**config.mk**
```make
export PLATFORM = sky130hd
export DESIGN_NAME = lcd_cmd_dec
export DESIGN_NICKNAME = d
export VERILOG_FILES = /design/src/logic/lcd_pkg.sv /design/src/logic/lcd_cmd_dec.sv /design/src/logic/lcd_buf2.sv
export VERILOG_INCLUDE_DIRS = /design/src /design/src/logic
export SDC_FILE = /design/constraint.sdc
export NUM_CORES = 2
export LEC_CHECK = 0
export ABC_AREA = 1
export BUFFER_PORTS_ARGS = -buffer_cell sky130_fd_sc_hd__buf_2
export CAP_MARGIN = 10
export CORE_MARGIN = 4
export CORE_UTILIZATION = 50
export DETAILED_ROUTE_END_ITERATION = 6
export GPL_ROUTABILITY_DRIVEN = 0
export PLACE_DENSITY = 0.7
export SYNTH_ARGS = -nofsm -noshare
export SYNTH_HDL_FRONTEND = slang
export SYNTH_SLANG_ARGS = --single-unit
export TNS_END_PERCENT = 100
```
**constraint.sdc**
```tcl
create_clock -name sys_clk_in -period 2.26 [get_ports sys_clk_in]
set_input_delay 0.113 -clock sys_clk_in [delete_from_list [all_inputs] [get_ports sys_clk_in]]
set_output_delay 0.113 -clock sys_clk_in [all_outputs]
set_load 0.05 [all_outputs]
```
**src/logic/lcd_regs.svh**
```systemverilog
// constants for the display RAM command decoder
`ifndef LCD_REGS_SVH
`define LCD_REGS_SVH
`define LCD_BANKS 3'h4
`define LCD_COLS 6'h28
`define LCD_COL_LAST 6'h27
`define LCD_OWN_SUB 4'h0
`define LCD_SUB_LAST 4'hF
`define LCD_BANK_PAT 5'h1F
`define LCD_DSEL_PAT 3'h6
`define LCD_RAMA_PAT 3'h7
`define LCD_MODE_PAT 2'h2
`define LCD_MUX_8 2'h1
`define LCD_MUX_16 2'h2
`define LCD_MUX_24 2'h3
`define LCD_MUX_32 2'h0
`endif

```
**src/logic/lcd_pkg.sv**
```systemverilog
// types for the display RAM command decoder
package lcd_pkg;
    typedef enum logic [1:0] {LCD_WALK_CHAR, LCD_WALK_HALF, LCD_WALK_FULL, LCD_WALK_BAD} lcd_walk_t;
    typedef enum logic [1:0] {LCD_SHOW_BLANK, LCD_SHOW_NORMAL, LCD_SHOW_ALL, LCD_SHOW_INV} lcd_show_t;
    typedef struct packed {
        logic [7:0] data;
        logic is_read;
    } lcd_req_t;
    typedef struct packed {
        logic [7:0] data;
        logic acked;
    } lcd_rsp_t;
endpackage : lcd_pkg

```
**src/logic/lcd_cmd_dec.sv**
```systemverilog
// command decoder, RAM addressing and row scan for the dot-matrix driver
`timescale 1ns/1ps
`include "lcd_regs.svh"
// How it works
// bits 6..2 all ones set the start bank from the two low bits.
// the start bank is the top displayed row; scanning offsets from it.
// pattern 110 in bits 6..4 loads the subaddress counter from bits 3..0.
// pattern 111 selects RAM access with walk order in bits 3..2.
// the master never sends walk order 11 in a RAM-access command.
// the two low bits of RAM-access load the row pointer.
// bit 6 clear loads the six-bit column pointer.
// RAM is read or written only in mixed mode.
// own subaddress is fixed at zero in mixed mode.
// companion drivers take subaddresses from one upward.
// master sets subaddress, column and bank before data.
// each later byte goes to the location advanced by the walk order.
// subaddress counter steps to the next device when a range fills.
// subaddress counter wraps from 15 to zero.
// rows are scanned continuously, count set by the multiplex setting.
// output shows blank, normal, all on or inverse per the show field.
// bit 7 set means another command follows, clear means data follows.
// commands come only in write transfers; reads return RAM data.
// data is stored or returned only when subaddress equals own.
// pointer advances on every data byte; subaddress steps only when the column passes the end.
// bit 6 is checked first, then the set-start-bank pattern before RAM access.
// outside mixed mode pointers still move but no RAM write or acknowledge.
module lcd_cmd_dec
    import lcd_pkg::*;
#(
    parameter int COLS = 40,
    parameter int BANKS = 4
)
(
    // clock and reset
    input wire logic sys_clk_in,
    input wire logic arst_n_in,
    // byte stream from the bus front end
    input wire logic byte_valid_in,
    output logic byte_ready_out,
    input wire lcd_req_t byte_in,
    input wire logic frame_start_in,
    // answer towards the bus front end
    output logic rsp_valid_out,
    input wire logic rsp_ready_in,
    output lcd_rsp_t rsp_out,
    // display scan
    input wire logic scan_tick_in,
    output logic [7:0] col_dots_out,
    output logic [4:0] scan_row_out,
    // status
    output logic mixed_mode_out,
    output logic [1:0] start_bank_out,
    output logic [3:0] subaddr_out
);
    typedef struct packed {
        logic [BANKS-1:0][COLS-1:0][7:0] ram;
        logic cmd_next;
        logic mixed;
        lcd_show_t show;
        logic [1:0] mux;
        logic [1:0] start_bank;
        logic [3:0] sub;
        lcd_walk_t walk;
        logic [1:0] row;
        logic [5:0] col;
        logic [5:0] col_base;
        logic [4:0] scan;
        logic [7:0] dots;
        logic rvalid;
        lcd_rsp_t rsp;
    } lcd_st_t;
    lcd_st_t s_q;
    lcd_st_t s_d;
    logic buf_valid;
    logic buf_ready;
    lcd_req_t buf_byte;
    logic take;
    logic [7:0] raw;
    logic hit;
    logic [4:0] rows_used;
    logic [1:0] bank_now;
    logic [7:0] line;

    function automatic logic [4:0] mux_rows(input logic [1:0] m);
        if (m == `LCD_MUX_8)
            mux_rows = 5'h07;
        else if (m == `LCD_MUX_16)
            mux_rows = 5'h0F;
        else if (m == `LCD_MUX_24)
            mux_rows = 5'h17;
        else
            mux_rows = 5'h1F;
    endfunction : mux_rows

    // two-entry buffer so a stall on the answer side loses no byte
    lcd_buf2 #(
        .WIDTH($bits(lcd_req_t))
    ) u_buf (
        .sys_clk_in(sys_clk_in),
        .arst_n_in(arst_n_in),
        .in_valid_in(byte_valid_in),
        .in_ready_out(byte_ready_out),
        .in_data_in(byte_in),
        .out_valid_out(buf_valid),
        .out_ready_in(buf_ready),
        .out_data_out(buf_byte)
    );

    // a byte is taken only when no answer is waiting or the waiting answer leaves in the same cycle
    assign buf_ready = !s_q.rvalid || rsp_ready_in;
    assign take = buf_valid && buf_ready;
    assign raw = buf_byte.data;
    assign hit = s_q.mixed && (s_q.sub == `LCD_OWN_SUB);

    always_comb
    begin
        s_d = s_q;
        rows_used = mux_rows(s_q.mux);
        bank_now = 2'h0;
        line = 8'h00;
        if (s_q.rvalid && rsp_ready_in)
        begin
            s_d.rvalid = 1'b0;
        end
        if (frame_start_in)
        begin
            s_d.cmd_next = 1'b1;
        end
        else if (take)
        begin
            s_d.rvalid = 1'b1;
            s_d.rsp = '0;
            if (!buf_byte.is_read && s_q.cmd_next)
            begin
                s_d.rsp.acked = 1'b1;
                s_d.cmd_next = raw[7];
                if (!raw[6])
                begin
                    s_d.col = raw[5:0];
                    s_d.col_base = raw[5:0];
                end
                else if (raw[6:2] == `LCD_BANK_PAT)
                begin
                    s_d.start_bank = raw[1:0];
                end
                else if (raw[6:4] == `LCD_RAMA_PAT)
                begin
                    s_d.walk = lcd_walk_t'(raw[3:2]);
                    s_d.row = raw[1:0];
                end
                else if (raw[6:4] == `LCD_DSEL_PAT)
                begin
                    s_d.sub = raw[3:0];
                end
                else if (raw[6:5] == `LCD_MODE_PAT)
                begin
                    s_d.mixed = raw[4];
                    s_d.show = lcd_show_t'(raw[3:2]);
                    s_d.mux = raw[1:0];
                end
            end
            else
            begin
                // data byte: write or read at the pointer, then advance
                if (hit)
                begin
                    s_d.rsp.acked = 1'b1;
                    if (buf_byte.is_read)
                    begin
                        s_d.rsp.data = s_q.ram[s_q.row][s_q.col];
                    end
                    else
                    begin
                        s_d.ram[s_q.row][s_q.col] = raw;
                    end
                end

                if (s_q.walk == LCD_WALK_CHAR)
                begin
                    if (s_q.col[2:0] != 3'h7)
                    begin
                        s_d.col = s_q.col + 6'h01;
                    end
                    else if (s_q.row != 2'h3)
                    begin
                        s_d.col = s_q.col - 6'h07;
                        s_d.row = s_q.row + 2'h1;
                    end
                    else
                    begin
                        s_d.col = s_q.col + 6'h01;
                        s_d.row = 2'h0;
                    end
                end
                else if (s_q.walk == LCD_WALK_HALF)
                begin
                    if (s_q.row[0] == 1'b0)
                    begin
                        s_d.row = s_q.row + 2'h1;
                    end
                    else
                    begin
                        s_d.row = {s_q.row[1], 1'b0};
                        s_d.col = s_q.col + 6'h01;
                    end
                end
                else
                begin
                    if (s_q.row != 2'h3)
                    begin
                        s_d.row = s_q.row + 2'h1;
                    end
                    else
                    begin
                        s_d.row = 2'h0;
                        s_d.col = s_q.col + 6'h01;
                    end
                end
                // column past the end moves to the next device
                if (s_d.col > `LCD_COL_LAST)
                begin
                    s_d.col = s_q.col_base;
                    s_d.sub = s_q.sub + 4'h1;
                end
            end
        end
        // continuous row scan from the start bank
        if (scan_tick_in)
        begin
            if (s_q.scan >= rows_used)
            begin
                s_d.scan = 5'h00;
            end
            else
            begin
                s_d.scan = s_q.scan + 5'h01;
            end
        end
        bank_now = s_q.start_bank + s_q.scan[4:3];
        for (int i = 0; i < 8; i++)
        begin
            // one dot of the current scan row from each of the columns 8 to 15
            line[i] = s_q.ram[bank_now][{3'h1, 3'(i)}][s_q.scan[2:0]];
        end
        if (s_q.show == LCD_SHOW_BLANK)
            s_d.dots = 8'h00;
        else if (s_q.show == LCD_SHOW_NORMAL)
            s_d.dots = line;
        else if (s_q.show == LCD_SHOW_ALL)
            s_d.dots = 8'hFF;
        else
            s_d.dots = ~line;
    end

    always_ff @(posedge sys_clk_in or negedge arst_n_in)
    begin
        if (!arst_n_in)
        begin
            s_q <= '0;
            s_q.cmd_next <= 1'b1;
        end
        else
        begin
            s_q <= s_d;
        end
    end

    assign rsp_valid_out = s_q.rvalid;
    assign rsp_out = s_q.rsp;
    assign col_dots_out = s_q.dots;
    assign scan_row_out = s_q.scan;
    assign mixed_mode_out = s_q.mixed;
    assign start_bank_out = s_q.start_bank;
    assign subaddr_out = s_q.sub;
endmodule : lcd_cmd_dec

```
**src/logic/lcd_buf2.sv**
```systemverilog
// two-entry buffer with valid and ready on both sides
`timescale 1ns/1ps
module lcd_buf2
    import lcd_pkg::*;
#(
    parameter int WIDTH = 9
)
(
    // clock and reset
    input wire logic sys_clk_in,
    input wire logic arst_n_in,
    // fill side
    input wire logic in_valid_in,
    output logic in_ready_out,
    input wire logic [WIDTH-1:0] in_data_in,
    // drain side
    output logic out_valid_out,
    input wire logic out_ready_in,
    output logic [WIDTH-1:0] out_data_out
);
    typedef struct packed {
        logic [1:0][WIDTH-1:0] mem;
        logic rd;
        logic wr;
        logic [1:0] cnt;
    } lcd_buf_st_t;
    lcd_buf_st_t s_q;
    lcd_buf_st_t s_d;
    logic push;
    logic pop;
    always_comb
    begin
        s_d = s_q;
        push = in_valid_in && (s_q.cnt != 2'h2);
        pop = out_ready_in && (s_q.cnt != 2'h0);
        if (push)
        begin
            s_d.mem[s_q.wr] = in_data_in;
            s_d.wr = ~s_q.wr;
        end
        if (pop)
        begin
            s_d.rd = ~s_q.rd;
        end
        s_d.cnt = s_q.cnt + {1'b0, push} - {1'b0, pop};
    end
    always_ff @(posedge sys_clk_in or negedge arst_n_in)
    begin
        if (!arst_n_in)
        begin
            s_q <= '0;
        end
        else
        begin
            s_q <= s_d;
        end
    end
    assign in_ready_out = (s_q.cnt != 2'h2);
    assign out_valid_out = (s_q.cnt != 2'h0);
    assign out_data_out = s_q.mem[s_q.rd];
endmodule : lcd_buf2

```
# Word level (Yosys, flattened, before mapping)
# Index checks and enable logic that the tools add are counted.
# Widths: inputs -> output; s select.
[word_totals]
regBits = 1353
inputBits = 15
out_inout_bits = 31
elab_cells = 338
[op_classes]
n_addsub = 8
magnitude_cmp = 11
n_eq_ne = 21
n_mux = 78
bitwise = 10
reduce_logical = 29
[op_table]
columns = ["operator", "count"]
rows = [
  ["$bmux 320 s2", 2],
  ["$bwmux 1280", 1],
  ["$demux 320 s2", 1],
  ["$mux 320", 2],
  ["$mux 128", 1],
  ["$mux 8", 16],
  ["$bmux 8 s6", 1],
  ["$demux 8 s6", 1],
  ["$mux 9", 4],
  ["$mux 5", 7],
  ["$mux 6", 5],
  ["$mux 28", 1],
  ["$bmux 1 s3", 8],
  ["$mux 4", 6],
  ["$mux 10", 2],
  ["$bwmux 18", 1],
  ["$mux 15", 1],
  ["$reduce_and 7->1", 2],
  ["$mux 12", 1],
  ["$ne 2x2->1 const B", 6],
  ["$reduce_and 6->1", 2],
  ["$mux 1", 11],
  ["$mux 2", 5],
  ["$reduce_and 5->1", 2],
  ["other kinds (38)", 68],
]

# Logic depth before layout (Yosys ltp)
[logic_depth]
word_depth = 12
ltp_mapped = 16

# Cells and area by module
# Synthesis repeated with hierarchy kept, for this count alone.
[hier_totals]
hier_cells = 8615
hier_area_um2 = 65626.7
[by_module_without_submodules]
columns = ["module", "n_inst", "cells_per_inst", "area_per_inst_um2", "seq_area_each_um2"]
rows = [
  ["lcd_cmd_dec", 1, 8479, 64520.6, 33308.2],
  ["lcd_buf2", 1, 136, 1106.1, 550.5],
]

# Worst setup path after synthesis
# Ideal clock, no wire load.
[synth_timing]
path_kind = "reg-to-reg"
startpoint = "register s_q[36] (netlist bit)"
endpoint = "register s_q[177] (netlist bit)"
setup_ns = 0.129
t_arrival_ns = 2.261
setup_slack_ns = -0.130
stages_incl_launch_ff = 13
n_path_buf = 5
synth_period_minus_slack_ns = 2.390
cell_sequence = "dfrtp_1 clkbuf_1 inv_1 clkbuf_1 clkbuf_1 ha_1 inv_1 nor2_8 buf_12 nand2_4 buf_6 nand2_1 o21ai_2"
[synth_between]
elab_chain_cells = 5
elab_cells_between_ends = 6
cone_classes = "order compare: 2; mux: 3; reduce/logical: 1"
[synth_lines]
columns = ["item", "line", "rtl"]
rows = [
  ["from (decl)", "lcd_cmd_dec.sv:72", "lcd_st_t s_q;"],
  ["$lt 2x3->1 (not written as such) / $ge 2x1->1 (equally long branches)", "lcd_cmd_dec.sv:174", "s_d.ram[s_q.row][s_q.col] = raw;"],
  ["$logic_and 1x1->1 (not written as such)", "lcd_cmd_dec.sv:174", ""],
  ["$mux 320 (not written as such)", "lcd_cmd_dec.sv:174", ""],
  ["$demux 320 s2 (*)", "lcd_cmd_dec.sv:174", ""],
  ["$bwmux 1280 (*)", "lcd_cmd_dec.sv:174", ""],
]
# Every way passes the cells marked *; elsewhere a longest branch is shown, timed or not.
# A chain may end at the register's enable or synchronous reset.

# Final worst setup path
[layout_timing]
startpoint = "register s_q[35] (netlist bit)"
endpoint = "register s_q, in the netlist rsp_out[3]"
[layout_between]
elab_chain_cells = 7
[layout_lines]
columns = ["item", "line", "rtl"]
rows = [
  ["$bmux 320 s2", "lcd_cmd_dec.sv:170", "s_d.rsp.data = s_q.ram[s_q.row][s_q.col];"],
  ["$mux 320 (not written as such)", "lcd_cmd_dec.sv:170", ""],
  ["$bmux 8 s6", "lcd_cmd_dec.sv:170", ""],
  ["$mux 8 (not written as such)", "lcd_cmd_dec.sv:170", ""],
  ["$mux 8", "lcd_cmd_dec.sv:168", "if (buf_byte.is_read)"],
  ["$mux 9", "lcd_cmd_dec.sv:165", "if (hit)"],
  ["$mux 8", "lcd_cmd_dec.sv:133", "if (!buf_byte.is_read && s_q.cmd_next)"],
]
# No other way between the ends. The select of a mux whose other input is x is not followed.

==> metrics <==
first-pass GRT wire length 336000 um; violated checks design-rule violations, negative setup slack; count of input and output buffers 45; clk sink count 1353; H-tree depth 4; gr usage total 0.298; CTS max path bufs 3; Critical Path AT 3.18 ns; Crit. End Element flop; final instance area 81900 um^2; Synth Cell Area 68600 um^2; relative slew slack 0.184; share of cells above drive strength 1 0.197; WL final 225000 um; # rows 135; area growth from synthesis to layout 19.3%; Final WS setup -0.236 ns; Worst-path clk slew 0.07 ns; clock buffer count from CTS 146; DR iter-0 viols 8188; metal3 WL 21200 um; Critical Path Fanout Max 16; Synth Area in Simple Gates 0.248; r2r endpoint rsp_out[3]; commonest non-fill, non-tap cell in the layout nand2_1; worst hold path type in -> async; yosys warns 0; die area 143000 um^2; die width 378 um; Max Cap Viol 0; Mapped Cells 8596; Seq/Total Area, Yosys 0.493; Worst setup SP type flop; Critical Path RT 2.95 ns; RSZ-0062 raised after global routing true; die height 378 um; number of global-route vias before repair 57500; highest metal used met4; area post-placement 72500 um^2; Slew Viols, Final 0; Residual DRC 25; synthesized-area fraction occupied by adder cells 0.00274; Routed WL per cell 21.1 um; kind of critical path reg -> reg; Fmax achieved 401 MHz; Clock Root Buffer clkbuf_16; min cycle time layout 2.50 ns; main combinational cell family by area after synthesis simple AND/OR/NAND/NOR gates; Synth area leaders dfrtp_1 (49%), nand2_1 (15%), o21ai_1 (7.3%), nor2_1 (5.5%), o21ai_0 (4.9%); CTS tree done; Core Area 136000 um^2; Synth Register Bits 1353; endpoints failing hold 0; Power Dens Cells 1200 nW/um^2; register-to-register setup slack -0.24 ns; DRT Pass-1 Iters 7; Post-Synthesis Net Count 8626; Setup Skew 0.0291 ns; # setup viols final 1078; RR Startpoint s_q[35]; Worst-Margin Slew 1.22 ns; Peak VDD IR 1.47 mV; Initial Utilization 0.505; DR vias/cell 5.84; initial antenna violation count 1; status complete, but fails checks; WL met2 101000 um; remaining antenna violation count 0; commonest non-fill, non-tap cells in the layout nand2_1 (2526), dfrtp_1 (1349), o21ai_1 (1001); Yosys top cell area share 0.493; area leader, netlist dfrtp_1; routed vias 62100; setup TNS -89.56 ns; net count reported at finish 8774; io pins 46; M1 WL 91600 um; largest net degree at the start of global routing 104; Leakage 0.0394 uW; Reg2Reg Depth 15; GR Overflow Total 0; post-synthesis mux area share 0.000766; xor and xnor area share after synthesis 0.00166; worst-skew pair later-pin latency 0.81 ns; average size of a mapped cell 7.98 um^2; fin crit share 1.10; DP Wirelength 135000 um; Compound-Gate Fraction of Synth Area 0.182; post-synthesis cell type count 43; # diodes 0
-- worst max-delay path: stages (launching register included) --
cell and delay, ns:
dfrtp_4 0.51, buf_12 0.16, buf_4 0.15, clkbuf_16 0.18, nor2_1 0.13, nor2_1 0.06, nand2_1 0.07, o21ai_0 0.08
nand2_1 0.07, nand2_1 0.17, nor2_1 0.19, nand2_1 0.11, nand2_1 0.12, nand3_2 0.14, o21bai_1 0.16, nand2_1 0.07
-- Yosys cell counts (all sizes together) --
library cell and n:
o21ai 1958, nor3b 1, dfrtp 1352, nor2 1045, a22oi 1, nor4 1, o31ai 1, dfstp 1
nand4 5, o211ai 84, nand2 2919, buf 262, clkbuf 388, o21bai 9, nand3 117, o311ai 1
mux2 2, inv 218, a32oi 1, ha 15, or2 3, clkinv 7, o22ai 4, a21oi 178
xor2 8, nor3 7, xnor2 5, mux2i 3
-- how the worst max path moves through the flow --
stage,start,endpoint,slack (ns)
floorplan,rsp_valid_out,s_q[817],-0.009
CTS,s_q[35],rsp_out[1],-0.12
global route,s_q[35],rsp_out[5],-0.30
finish,s_q[35],rsp_out[3],-0.24
global placement,s_q[35],rsp_out[2],-0.39
detailed placement,s_q[35],rsp_out[2],-0.38
-- layout make-up --
class	instances	area, um^2
Fill cell	11500	54100
Sequential cell	1353	33900
Multi-Input combinational cell	6401	32200
Timing Repair Buffer	616	7890
Clock buffer	218	4380
Tap cell	1781	2230
Inverter	225	898
Clock inverter	44	454
Timing Repair inverter	1	6.26
-- flip-flops by register name (all words and copies together), names as in the netlist --
name	flops
start_bank_out	2
rsp_out	9
subaddr_out	4
col_dots_out	8
s_q	1301
u_buf.s_q	22
rsp_valid_out	1
scan_row_out	5
mixed_mode_out	1
-- cell families after synthesis --
logic type | count (synthesis)
adder cells (fa/ha/maj) | 15
AO/OA/AOI/OAI | 2237
buffers and inverters | 875
AND/OR/NAND/NOR | 4098
multiplexers | 5
XOR/XNOR | 13
flip-flops | 1353
-- repair_timing --
action / CTS / global route
gates cloned: 22 / 45
hold endpoints to repair: 1385 / 0
buffers inserted: 35 / 50
pin swaps: 58 / 115
hold buffers: 15 / 0
resized for setup: 170 / 422
endpoints found under the setup margin: 1124 / 1211
-- routing by layer --
layer,up-vias,global-route usage
met2,3240,0.459
met3,638,0.0586
met5,-,0
met1,30000,0.414
met4,0,0.126
li1,28300,-
-- power by group --
| part | internal (uW) | switching (uW) | leakage (uW) |
|---|---|---|---|
| clock network | 14100 | 10300 | 0.00240 |
| logic | 15800 | 32300 | 0.0182 |
| registers | 24900 | 490 | 0.0188 |
-- stage by stage --
step / power [uW] / util / std cells / setup slack (ns) / hold WS [ns]
global route: 102000 / 0.602 / 10600 / -0.300 / 0.100
finish: 97900 / 0.602 / 10600 / -0.236 / 0.0847
global placement: 68000 / 0.533 / 10200 / -0.394 / 0.0490
floorplan: 49500 / - / 8596 / -0.00906 / -0.183
detailed placement: 68300 / 0.533 / 10200 / -0.384 / 0.0489
CTS: 95400 / 0.581 / 10500 / -0.115 / 0.0751
Power figures use the tool's default switching activity.
